`config.mk`:
```
export PLATFORM = sky130hd
export DESIGN_NAME = prp_remote_io
export DESIGN_NICKNAME = d
export VERILOG_FILES = /design/src/common/prp_pkg.sv /design/src/verilog/prp_remote_io.sv
export SDC_FILE = /design/constraint.sdc
export NUM_CORES = 1
export LEC_CHECK = 0
export BUFFER_PORTS_ARGS = -buffer_cell sky130_fd_sc_hd__buf_2
export CAP_MARGIN = 5
export CORE_MARGIN = 3
export CORE_UTILIZATION = 45
export CTS_BUF_LIST = sky130_fd_sc_hd__clkbuf_4 sky130_fd_sc_hd__clkbuf_8
export DETAILED_ROUTE_END_ITERATION = 12
export PLACE_DENSITY = 0.6
export SLEW_MARGIN = 30
export SYNTH_ARGS = -nofsm -noshare
export SYNTH_HDL_FRONTEND = slang
export SYNTH_SLANG_ARGS = --single-unit
export TNS_END_PERCENT = 20
```
`constraint.sdc`:
```
create_clock -name ref_clk_in -period 2.7 [get_ports ref_clk_in]
set_input_delay 0.405 -clock ref_clk_in [delete_from_list [all_inputs] [get_ports ref_clk_in]]
set_output_delay 0.405 -clock ref_clk_in [all_outputs]
set_load 0.05 [all_outputs]
```
`src/common/prp_pkg.sv`:
```
// ****************************************
// pump remote parallel port constants
// ****************************************
package prp_pkg;

    // ****************************************
    // clock and timing
    // ****************************************
    localparam int PRP_CLK_HZ       = 25_000_000;
    localparam int PRP_CYC_PER_MS   = PRP_CLK_HZ / 1000;
    localparam int PRP_FILT_MS      = 20;
    localparam int PRP_START_MIN_MS = 300;
    localparam int PRP_PWRUP_MIN_MS = 10_000;
    localparam int PRP_CLR_MIN_MS   = 300;
    localparam int PRP_FILT_CYC     = PRP_FILT_MS * PRP_CYC_PER_MS;
    localparam int PRP_START_CYC    = PRP_START_MIN_MS * PRP_CYC_PER_MS;
    localparam int PRP_PWRUP_CYC    = PRP_PWRUP_MIN_MS * PRP_CYC_PER_MS;
    localparam int PRP_CLR_CYC      = PRP_CLR_MIN_MS * PRP_CYC_PER_MS;
    localparam int PRP_HOLD_W       = 28;

    // ****************************************
    // contact input indices
    // ****************************************
    localparam int PRP_NC        = 7;
    localparam int PRP_CI_START  = 0;
    localparam int PRP_CI_HOLD   = 1;
    localparam int PRP_CI_CLR    = 2;
    localparam int PRP_CI_BLOCK  = 3;
    localparam int PRP_CI_SEL    = 4;
    localparam int PRP_CI_PSTART = 5;
    localparam int PRP_CI_PSTOP  = 6;

    // ****************************************
    // thermal window
    // ****************************************
    localparam int PRP_TEMP_W     = 9;
    localparam int PRP_THERM_BAND = 10;

    // ****************************************
    // pump state
    // ****************************************
    typedef enum logic [1:0] {
        PRP_ST_IDLE  = 2'b00,
        PRP_ST_ACCEL = 2'b01,
        PRP_ST_RATED = 2'b10,
        PRP_ST_BRAKE = 2'b11
    } prp_state_type;

endpackage

```
`src/verilog/prp_remote_io.sv`:
```
`timescale 1ns/1ps
module prp_remote_io
    import prp_pkg::*;
#(
    parameter int FILT_CYC  = PRP_FILT_CYC,
    parameter int START_CYC = PRP_START_CYC,
    parameter int PWRUP_CYC = PRP_PWRUP_CYC,
    parameter int CLR_CYC   = PRP_CLR_CYC
)(
    input  wire logic                  ref_clk_in,
    input  wire logic                  rstn_in,
    input  wire logic                  start_contact_in,
    input  wire logic                  stop_hold_contact_in,
    input  wire logic                  fault_clear_contact_in,
    input  wire logic                  rot_block_contact_in,
    input  wire logic                  remote_select_in,
    input  wire logic                  panel_start_in,
    input  wire logic                  panel_stop_in,
    input  wire logic                  single_contact_mode_in,
    input  wire logic                  rot_block_enable_in,
    input  wire logic                  power_good_in,
    input  wire logic                  levitated_in,
    input  wire logic                  at_rated_speed_in,
    input  wire logic                  speed_low_in,
    input  wire logic                  fault_detect_in,
    input  wire logic                  caution_shown_in,
    input  wire logic                  vent_active_in,
    input  wire logic [PRP_TEMP_W-1:0] temp_in,
    input  wire logic [PRP_TEMP_W-1:0] temp_setpoint_in,
    output logic                       remote_sel_relay_out,
    output logic                       levitation_relay_out,
    output logic                       spin_up_relay_out,
    output logic                       rated_make_out,
    output logic                       rated_break_out,
    output logic                       decel_relay_out,
    output logic                       fault_make_out,
    output logic                       fault_break_out,
    output logic                       thermal_make_out,
    output logic                       thermal_break_out,
    output logic                       caution_make_out,
    output logic                       caution_break_out,
    output logic                       vent_relay_out,
    output logic [1:0]                 pump_state_out
);

    localparam int FW = $clog2(FILT_CYC + 1) + 1;

    // ****************************************
    // synchronisers and stable-time filters
    // ****************************************
    logic [PRP_NC-1:0] raw_w;
    logic [PRP_NC-1:0] sync1_r;
    logic [PRP_NC-1:0] sync2_r;
    logic [PRP_NC-1:0] filt_w;
    logic [PRP_NC-1:0] filt_d_r;
    logic [PRP_NC-1:0] rise_w;

    assign raw_w = {panel_stop_in, panel_start_in, remote_select_in, rot_block_contact_in,
                    fault_clear_contact_in, stop_hold_contact_in, start_contact_in};

    always_ff @(posedge ref_clk_in) begin
        if (!rstn_in) begin
            sync1_r <= '0;
            sync2_r <= '0;
        end else begin
            sync1_r <= raw_w;
            sync2_r <= sync1_r;
        end
    end

    for (genvar g = 0; g < PRP_NC; g++) begin : g_filt
        logic [FW-1:0] cnt_r;
        logic          bit_r;
        always_ff @(posedge ref_clk_in) begin
            if (!rstn_in) begin
                cnt_r <= '0;
                bit_r <= 1'b0;
            end else if (sync2_r[g] == bit_r) begin
                cnt_r <= '0;
            end else if (cnt_r == FW'(FILT_CYC - 1)) begin
                cnt_r <= '0;
                bit_r <= sync2_r[g];
            end else begin
                cnt_r <= cnt_r + 1'b1;
            end
        end
        assign filt_w[g] = bit_r;
    end

    always_ff @(posedge ref_clk_in) begin
        if (!rstn_in) begin
            filt_d_r <= '0;
        end else begin
            filt_d_r <= filt_w;
        end
    end

    assign rise_w = filt_w & ~filt_d_r;

    // ****************************************
    // power-on window
    // ****************************************
    logic [FW:0] settle_r;
    logic        settled_w;
    logic        pwrup_r;
    logic        start_qual_w;

    assign settled_w = (settle_r == (FW + 1)'(2 * FILT_CYC));

    always_ff @(posedge ref_clk_in) begin
        if (!rstn_in) begin
            settle_r <= '0;
        end else if (!settled_w) begin
            settle_r <= settle_r + 1'b1;
        end
    end

    always_ff @(posedge ref_clk_in) begin
        if (!rstn_in) begin
            pwrup_r <= 1'b1;
        end else if (start_qual_w || (settled_w && !filt_w[PRP_CI_START])) begin
            pwrup_r <= 1'b0;
        end
    end

    // ****************************************
    // start and fault-clear hold timers
    // ****************************************
    logic [PRP_HOLD_W-1:0] start_cnt_r;
    logic [PRP_HOLD_W-1:0] start_thr_w;
    logic [PRP_HOLD_W-1:0] clr_cnt_r;
    logic                  clr_qual_w;

    assign start_thr_w  = pwrup_r ? PRP_HOLD_W'(PWRUP_CYC - 1) : PRP_HOLD_W'(START_CYC - 1);
    assign start_qual_w = filt_w[PRP_CI_START] && (start_cnt_r == start_thr_w);
    assign clr_qual_w   = filt_w[PRP_CI_CLR] && (clr_cnt_r == PRP_HOLD_W'(CLR_CYC - 1));

    always_ff @(posedge ref_clk_in) begin
        if (!rstn_in) begin
            start_cnt_r <= '0;
        end else if (!filt_w[PRP_CI_START]) begin
            start_cnt_r <= '0;
        end else if (start_cnt_r <= start_thr_w) begin
            start_cnt_r <= start_cnt_r + 1'b1;
        end
    end

    always_ff @(posedge ref_clk_in) begin
        if (!rstn_in) begin
            clr_cnt_r <= '0;
        end else if (!filt_w[PRP_CI_CLR]) begin
            clr_cnt_r <= '0;
        end else if (clr_cnt_r < PRP_HOLD_W'(CLR_CYC)) begin
            clr_cnt_r <= clr_cnt_r + 1'b1;
        end
    end

    // ****************************************
    // command decode
    // ****************************************
    logic remote_w;
    logic block_ok_w;
    logic start_cmd_w;
    logic stop_cmd_w;
    logic fault_r;
    logic fault_set_w;
    logic pending_r;
    logic go_w;

    assign remote_w    = filt_w[PRP_CI_SEL];
    assign block_ok_w  = !rot_block_enable_in || filt_w[PRP_CI_BLOCK];
    assign start_cmd_w = remote_w ?
        (single_contact_mode_in ? rise_w[PRP_CI_START]
                                : (filt_w[PRP_CI_HOLD] && start_qual_w))
        : rise_w[PRP_CI_PSTART];
    assign stop_cmd_w  = remote_w ?
        (single_contact_mode_in ? !filt_w[PRP_CI_START]
                                : !filt_w[PRP_CI_HOLD])
        : rise_w[PRP_CI_PSTOP];
    assign go_w = !stop_cmd_w && !fault_r &&
                  ((start_cmd_w && block_ok_w) || (pending_r && block_ok_w));
    assign fault_set_w = fault_detect_in && power_good_in && levitated_in;

    always_ff @(posedge ref_clk_in) begin
        if (!rstn_in) begin
            pending_r <= 1'b0;
        end else if (remote_w && start_cmd_w && !block_ok_w && !fault_r && !stop_cmd_w) begin
            pending_r <= 1'b1;
        end else if (go_w || stop_cmd_w || !remote_w || fault_r) begin
            pending_r <= 1'b0;
        end
    end

    always_ff @(posedge ref_clk_in) begin
        if (!rstn_in) begin
            fault_r <= 1'b0;
        end else if (fault_set_w) begin
            fault_r <= 1'b1;
        end else if (remote_w && clr_qual_w && !fault_detect_in) begin
            fault_r <= 1'b0;
        end
    end

    // ****************************************
    // pump state machine
    // ****************************************
    prp_state_type state_r;
    prp_state_type state_nxt;

    always_comb begin
        state_nxt = state_r;
        case (state_r)
            PRP_ST_IDLE: begin
                if (go_w) begin
                    state_nxt = PRP_ST_ACCEL;
                end
            end
            PRP_ST_ACCEL: begin
                if (stop_cmd_w || !block_ok_w || fault_r) begin
                    state_nxt = PRP_ST_BRAKE;
                end else if (at_rated_speed_in) begin
                    state_nxt = PRP_ST_RATED;
                end
            end
            PRP_ST_RATED: begin
                if (stop_cmd_w || !block_ok_w || fault_r) begin
                    state_nxt = PRP_ST_BRAKE;
                end
            end
            PRP_ST_BRAKE: begin
                if (go_w) begin
                    state_nxt = PRP_ST_ACCEL;
                end else if (speed_low_in) begin
                    state_nxt = PRP_ST_IDLE;
                end
            end
            default: begin
                state_nxt = PRP_ST_IDLE;
            end
        endcase
    end

    always_ff @(posedge ref_clk_in) begin
        if (!rstn_in) begin
            state_r <= PRP_ST_IDLE;
        end else begin
            state_r <= state_nxt;
        end
    end

    // ****************************************
    // status relays
    // ****************************************
    logic signed [PRP_TEMP_W:0] tdiff_w;
    logic                       in_range_w;

    assign tdiff_w    = $signed({temp_in[PRP_TEMP_W-1], temp_in})
                      - $signed({temp_setpoint_in[PRP_TEMP_W-1], temp_setpoint_in});
    assign in_range_w = (tdiff_w >= -(PRP_TEMP_W + 1)'(PRP_THERM_BAND))
                     && (tdiff_w <= (PRP_TEMP_W + 1)'(PRP_THERM_BAND));

    always_ff @(posedge ref_clk_in) begin
        if (!rstn_in) begin
            remote_sel_relay_out <= 1'b0;
            levitation_relay_out <= 1'b0;
            vent_relay_out       <= 1'b0;
            caution_make_out     <= 1'b0;
            caution_break_out    <= 1'b1;
            thermal_make_out     <= 1'b0;
            thermal_break_out    <= 1'b1;
            fault_make_out       <= 1'b0;
            fault_break_out      <= 1'b1;
        end else begin
            remote_sel_relay_out <= remote_w;
            levitation_relay_out <= power_good_in && levitated_in;
            vent_relay_out       <= vent_active_in;
            caution_make_out     <= caution_shown_in;
            caution_break_out    <= !caution_shown_in;
            thermal_make_out     <= in_range_w;
            thermal_break_out    <= !in_range_w;
            fault_make_out       <= fault_r;
            fault_break_out      <= !fault_r;
        end
    end

    always_ff @(posedge ref_clk_in) begin
        if (!rstn_in) begin
            spin_up_relay_out <= 1'b0;
            rated_make_out    <= 1'b0;
            rated_break_out   <= 1'b1;
            decel_relay_out   <= 1'b0;
            pump_state_out    <= PRP_ST_IDLE;
        end else begin
            spin_up_relay_out <= (state_r == PRP_ST_ACCEL);
            rated_make_out    <= (state_r == PRP_ST_RATED);
            rated_break_out   <= (state_r != PRP_ST_RATED);
            decel_relay_out   <= (state_r == PRP_ST_BRAKE);
            pump_state_out    <= state_r;
        end
    end
endmodule

```
Word level (Yosys, flattened, before mapping)
Cells that the tools add are included. Widths: inputs -> output; s select.

Output and inout bits: 15. Register bits: 265. Input bits: 36.

Eq/ne operators: 25. Add/subtract/negate cells: 11. Bitwise operators: 10. Muxes and demuxes: 16. Reduce and logical (&&, ||, !) cells: 56. Magnitude comparators: 4.

Operators by type and width (count): $add 20x1->20 const B (7); $eq 20x19->1 const B (7); $add 28x1->28 const B (2); $eq 28x23->1 const B (1); $eq 28x28->1 (1); $le 28x28->1 (1); $lt 28x23->1 const B (1); $mux 28 (1); $add 21x1->21 const B (1); $eq 21x20->1 const B (1); $reduce_or 3->1 (7); $logic_and 1x1->1 (18); $reduce_and 2->1 (9); $mux 2 (6); $ge 10x5->1 const B (1); $le 10x5->1 const B (1); $logic_not 1->1 (10); $sub 9x9->10 (1); $logic_or 1x1->1 (8); $mux 1 (8); $not 1->1 (8); $pmux 2 s4 (1); $and 7x7->7 (1); $eq 1x1->1 (7); 8 further kinds (13).

Logic depth before layout (Yosys ltp)
Depth in word-level cells: 14. Gate-level depth with buffers: 10.

Least setup slack after synthesis
Ideal clock, no wire load.

Path kind: register -> register. Start: register pwrup_r. End: register start_cnt_r[26]. Data required time: 2.630 ns. Period minus slack after synthesis: 2.565 ns. Path buffers: 1. Stages on the path, launching flop included: 10. Slack: 0.135 ns. Arrival time: 2.494 ns. Cells stage by stage: dfxtp_1 -> inv_1 -> ha_1 -> nand4_1 -> or3_4 -> nor4_4 -> a211oi_4 -> buf_6 -> or4_1 -> a21oi_1.

Longest elaborated chain between the ends: 2.

RTL lines: start, declared (line prp_remote_io.sv:105) `logic pwrup_r;`; start signal, assigned (line prp_remote_io.sv:120) `pwrup_r <= 1'b1;`; start signal, assigned (line prp_remote_io.sv:122) `pwrup_r <= 1'b0;`; $mux 28 (line prp_remote_io.sv:134) `assign start_thr_w = pwrup_r ? PRP_HOLD_W'(PWRUP_CYC - 1) : PRP_HOLD_W'(START_CYC - 1);`; $le 28x28->1 (line prp_remote_io.sv:143) `end else if (start_cnt_r <= start_thr_w) begin`; end signal, assigned (line prp_remote_io.sv:144) `start_cnt_r <= start_cnt_r + 1'b1;`; end, declared (line prp_remote_io.sv:129) `logic [PRP_HOLD_W-1:0] start_cnt_r;`.

Every way passes these cells. A chain may end at the register's enable or synchronous reset.

Final worst setup path
Start: register pwrup_r. End: register start_cnt_r[25].

Same word-level chain as after synthesis.

==> metrics.txt <==
# TYPE chip_impl_metric gauge
chip_impl_metric{name="die_area",unit="um^2"} 28530
chip_impl_metric{name="maxSlewViolCount",unit=""} 0
chip_impl_metric{name="largest_net_degree_at_the_start_of_global_routing",unit=""} 52
chip_impl_info{name="rsz0062_at_grt",value="true"} 1
chip_impl_info{name="most-common-layout-cells",value="260 x sky130_fd_sc_hd__dfxtp_1, 217 x sky130_fd_sc_hd__nor2_1, 92 x sky130_fd_sc_hd__xor2_1, 92 x sky130_fd_sc_hd__nand2_1, 76 x sky130_fd_sc_hd__nand3_1"} 1
chip_impl_metric{name="cts.clk_slew.worst_paths",unit="ns"} 0.06
chip_impl_metric{name="place.port_buffers",unit=""} 50
chip_impl_metric{name="routabilityCongestion",unit=""} 0.8275
chip_impl_info{name="worstSetupEndpoint",value="start_cnt_r[25]"} 1
chip_impl_metric{name="critical_path_arrival",unit="ns"} 3.13
chip_impl_metric{name="max_freq",unit="MHz"} 377.8
chip_impl_metric{name="layout-drive-gt1-share",unit=""} 0.1175
chip_impl_metric{name="final_antenna_net_count",unit=""} 0
chip_impl_info{name="cts.root.buffer_cell",value="sky130_fd_sc_hd__clkbuf_8"} 1
chip_impl_metric{name="postPlaceCellArea",unit="um^2"} 12600
chip_impl_info{name="r2r_startpoint",value="pwrup_r"} 1
chip_impl_metric{name="power_density",unit="nW/um^2"} 586.6
chip_impl_metric{name="total_area_of_multi_input_combinational_cells",unit="um^2"} 6406
chip_impl_metric{name="clock_insertion_delay_worst_skew",unit="ns"} 0.56
chip_impl_info{name="crit_path_launch",value="pwrup_r"} 1
chip_impl_metric{name="max-cap-violations",unit=""} 0
chip_impl_metric{name="final_area",unit="um^2"} 13640
chip_impl_metric{name="maximum_vdd_drop",unit="uV"} 384.0
chip_impl_metric{name="area.growth.synth_to_final",unit="%"} 14.17
chip_impl_metric{name="synth-async-reset-ratio",unit=""} 0
chip_impl_info{name="type_of_destination_of_the_critical_path",value="register"} 1
chip_impl_metric{name="static-leakage-power",unit="nW"} 4.796
chip_impl_metric{name="gr-usage-all-layers",unit=""} 0.1702
chip_impl_metric{name="clkSinkCount",unit=""} 261
chip_impl_metric{name="clockBufferDepth",unit=""} 3
chip_impl_metric{name="gr-total-overflow",unit=""} 0
chip_impl_metric{name="num_antenna_cells",unit=""} 0
chip_impl_metric{name="drt_pass1_iterations",unit=""} 5
chip_impl_metric{name="period_needed",unit="ns"} 2.647
chip_impl_metric{name="via_count",unit=""} 9580
chip_impl_info{name="hold_path_class",value="input pin to register"} 1
chip_impl_metric{name="ys.warnings.count",unit=""} 0
chip_impl_metric{name="ys_seq_elements",unit=""} 261
chip_impl_info{name="synth_top_flop_cell",value="sky130_fd_sc_hd__dfxtp_1"} 1
chip_impl_metric{name="die_h",unit="um"} 168.9
chip_impl_info{name="worst-setup-path-type",value="register to register"} 1
chip_impl_metric{name="grt_pass1_wl",unit="um"} 42440
chip_impl_metric{name="fillers",unit=""} 2405
chip_impl_metric{name="cts-htree-levels",unit=""} 2
chip_impl_info{name="run_status",value="completed"} 1
chip_impl_metric{name="period_share",unit=""} 0.9804
chip_impl_metric{name="fin_nets",unit=""} 1531
chip_impl_info{name="crit_slowest_cell",value="sky130_fd_sc_hd__or4_4"} 1
chip_impl_metric{name="relSlewSlack",unit=""} 0.5232
chip_impl_metric{name="highest_fanout_seen_on_the_critical_path",unit=""} 51
chip_impl_metric{name="mappedNetlistNets",unit=""} 1451
chip_impl_info{name="layout_commonest_cell",value="sky130_fd_sc_hd__dfxtp_1"} 1
chip_impl_metric{name="sequential_element_share_of_the_synthesized_area",unit=""} 0.4375
chip_impl_info{name="cts_tree",value="yes"} 1
chip_impl_metric{name="worstRegToRegCells",unit=""} 9
chip_impl_metric{name="fin_skew",unit="ns"} 0.02767
chip_impl_metric{name="cts_inserted_buffers",unit=""} 46
chip_impl_metric{name="final_hold_viol_count",unit=""} 0
chip_impl_metric{name="reg2reg_slack",unit="ns"} 0.05
chip_impl_metric{name="post_synth.cell_area_avg",unit="um^2"} 8.668
chip_impl_metric{name="seqCellArea",unit="um^2"} 5226
chip_impl_info{name="worst_setup_path_start_kind",value="register"} 1
chip_impl_metric{name="drt_wl_total",unit="um"} 23900
chip_impl_info{name="path_cells",value="buf_4 > ha_1 > nand4_1 > or3_4 > nor4_4 > a211oi_4 > buf_12 > or4_4 > a21oi_2"} 1
chip_impl_metric{name="dpl.hpwl",unit="um"} 16450
chip_impl_metric{name="critPathRequiredTime",unit="ns"} 3.18
chip_impl_metric{name="die-width",unit="um"} 168.9
chip_impl_metric{name="synthDistinctLibCells",unit=""} 64
chip_impl_metric{name="initial_antenna_violation_count",unit=""} 1
chip_impl_metric{name="post_synth_inst_count",unit=""} 1378
chip_impl_metric{name="timing.critical_path.slowest_cell_delay",unit="ns"} 0.53
chip_impl_metric{name="synth-edff-count",unit=""} 0
chip_impl_metric{name="initial_drc_count",unit=""} 467
chip_impl_metric{name="worst_pin_slew",unit="ns"} 0.7152
chip_impl_metric{name="routed_wire_length_per_instance",unit="um"} 13.14
chip_impl_metric{name="row_count",unit=""} 58
chip_impl_metric{name="detail_route.vias_per_cell",unit=""} 5.267
chip_impl_metric{name="floorplan.core_area",unit="um^2"} 25620
chip_impl_metric{name="grt_pass1_vias",unit=""} 9152
chip_impl_metric{name="postLayoutCoreUtil",unit=""} 0.5323
chip_impl_metric{name="design.portCount",unit=""} 51
chip_impl_metric{name="finalSetupViolations",unit=""} 0
chip_impl_info{name="r2r-end",value="start_cnt_r[25]"} 1
chip_impl_metric{name="remaining_drc_errors",unit=""} 0
chip_impl_metric{name="synth.cell_area",unit="um^2"} 11940
chip_impl_metric{name="start_util",unit=""} 0.4662
==> layer usage <==
| metal | wire length, um | track usage |
|---|---|---|
| met1 | 11750 | 0.2343 |
| met2 | 10930 | 0.2757 |
| met3 | 820 | 0.03223 |
| met4 | 386 | 0.04482 |
| met5 | 16 | 0 |
==> cell type report <==
class | count | area share
multi-input cells | 1027 | 0.4698
flip-flops and latches | 261 | 0.3832
clock buffers | 67 | 0.06257
repair buffers | 75 | 0.03321
well taps | 330 | 0.03028
inverters | 47 | 0.01294
clock inverters | 12 | 0.007982
==> cells by family (layout without fill, tap and decap cells) <==
kind of cell	after synthesis	after routing	share of synthesized area
compound gates	143	143	0.07616
xor+xnor	154	154	0.1129
fa+ha+maj	37	37	0.03939
buf+inv	90	201	0.02996
flops	261	261	0.4375
mux	12	12	0.01016
simple gates	681	681	0.2939
==> critical path, delay by kind of cell (launching register included) <==
kind / cells / cell delay (ns)
DFF: 1 / 0.33
buffers and inverters: 2 / 0.33
and+or+nand+nor: 4 / 1.42
AOI/OAI and AO/OA: 2 / 0.21
adders and majority gates: 1 / 0.26
==> flip-flops by register name, indices dropped and copies added (netlist names), 2 cells and up <==
signal / count
sync2_r: 7
start_cnt_r: 28
state_r: 2
g_filt.cnt_r: 140
sync1_r: 7
pump_state_out: 2
settle_r: 21
g_filt.bit_r: 7
filt_d_r: 4
clr_cnt_r: 28
==> worst min path at each step <==
stage	start	end	slack (ns)	depth (start not counted)
final	rot_block_contact_in	sync1_r[3]	0.06	2
after CTS	rot_block_contact_in	sync1_r[3]	0.03	2
after floorplan	fault_r	fault_break_out	0.40	1
after global placement	sync1_r[1]	sync2_r[1]	0.42	1
after global routing	fault_clear_contact_in	sync1_r[2]	0.03	2
after detailed placement	sync1_r[6]	sync2_r[6]	0.42	1
==> what timing repair did <==
action | in CTS | in global routing
pin swaps | 2 | 6
setup buffers | 1 | 1
endpoints found under the hold margin | 1 | 0
setup endpoints to repair | 2 | 22
hold buffers | 1 | 0
cloned | 0 | 0
gates resized for setup | 1 | 8
==> cell usage after synthesis, types with 4 or more instances <==
library cell	instances	area, um^2
sky130_fd_sc_hd__dfxtp_1	261	5225
sky130_fd_sc_hd__nor2_1	217	814.5
sky130_fd_sc_hd__nand2_1	92	345.3
sky130_fd_sc_hd__xor2_1	92	805.8
sky130_fd_sc_hd__nand3_1	76	380.4
sky130_fd_sc_hd__nand4_1	70	437.9
sky130_fd_sc_hd__xnor2_1	62	543.0
sky130_fd_sc_hd__inv_1	46	172.7
sky130_fd_sc_hd__a21oi_1	45	225.2
sky130_fd_sc_hd__ha_1	36	450.4
sky130_fd_sc_hd__o21ai_0	35	175.2
sky130_fd_sc_hd__or3_1	34	212.7
sky130_fd_sc_hd__and2_1	32	200.2
sky130_fd_sc_hd__clkbuf_1	32	120.1
sky130_fd_sc_hd__and3_1	30	187.7
sky130_fd_sc_hd__nor3_1	26	130.1
sky130_fd_sc_hd__or4_1	21	157.7
sky130_fd_sc_hd__nor4_1	19	118.9
sky130_fd_sc_hd__and4_1	16	140.1
sky130_fd_sc_hd__nor2b_1	16	100.1
sky130_fd_sc_hd__mux2i_1	11	110.1
sky130_fd_sc_hd__o31ai_1	10	75.07
sky130_fd_sc_hd__nor4b_1	8	70.07
sky130_fd_sc_hd__o21ai_1	7	35.03
sky130_fd_sc_hd__o21a_1	6	45.04
sky130_fd_sc_hd__or2_2	6	37.54
sky130_fd_sc_hd__a21o_1	5	37.54
sky130_fd_sc_hd__a2111oi_0	4	35.03
sky130_fd_sc_hd__buf_1	4	15.01
sky130_fd_sc_hd__buf_2	4	20.02
sky130_fd_sc_hd__nand4b_1	4	35.03
sky130_fd_sc_hd__nor3b_1	4	30.03
sky130_fd_sc_hd__o211ai_1	4	30.03
==> power by group <==
group          internal (mW)  switching [mW]  leakage (nW)
Combinational          0.142           0.205          2.18
Clock                   2.13            1.61         0.512
Sequential              3.89          0.0247          2.11
Total                   6.16            1.84          4.80
==> per-stage QoR <==
| step | instances | setup slack [ns] | total power, mW | setup TNS [ns] | hold slack [ns] |
|---|---|---|---|---|---|
| floorplan | 1378 | 0.1354 | 4.227 | 0 | 0.3962 |
| global placement | 1737 | 0.01043 | 4.326 | 0 | 0.4182 |
| detailed placement | 1737 | -0.05072 | 4.330 | -0.05072 | 0.4222 |
| CTS | 1818 | 0.01475 | 8.138 | 0 | 0.02513 |
| global route | 1819 | -0.03490 | 8.379 | -0.03490 | 0.02858 |
| finish | 1819 | 0.05283 | 8.000 | 0 | 0.06154 |
Power figures use the tool's default switching activity.
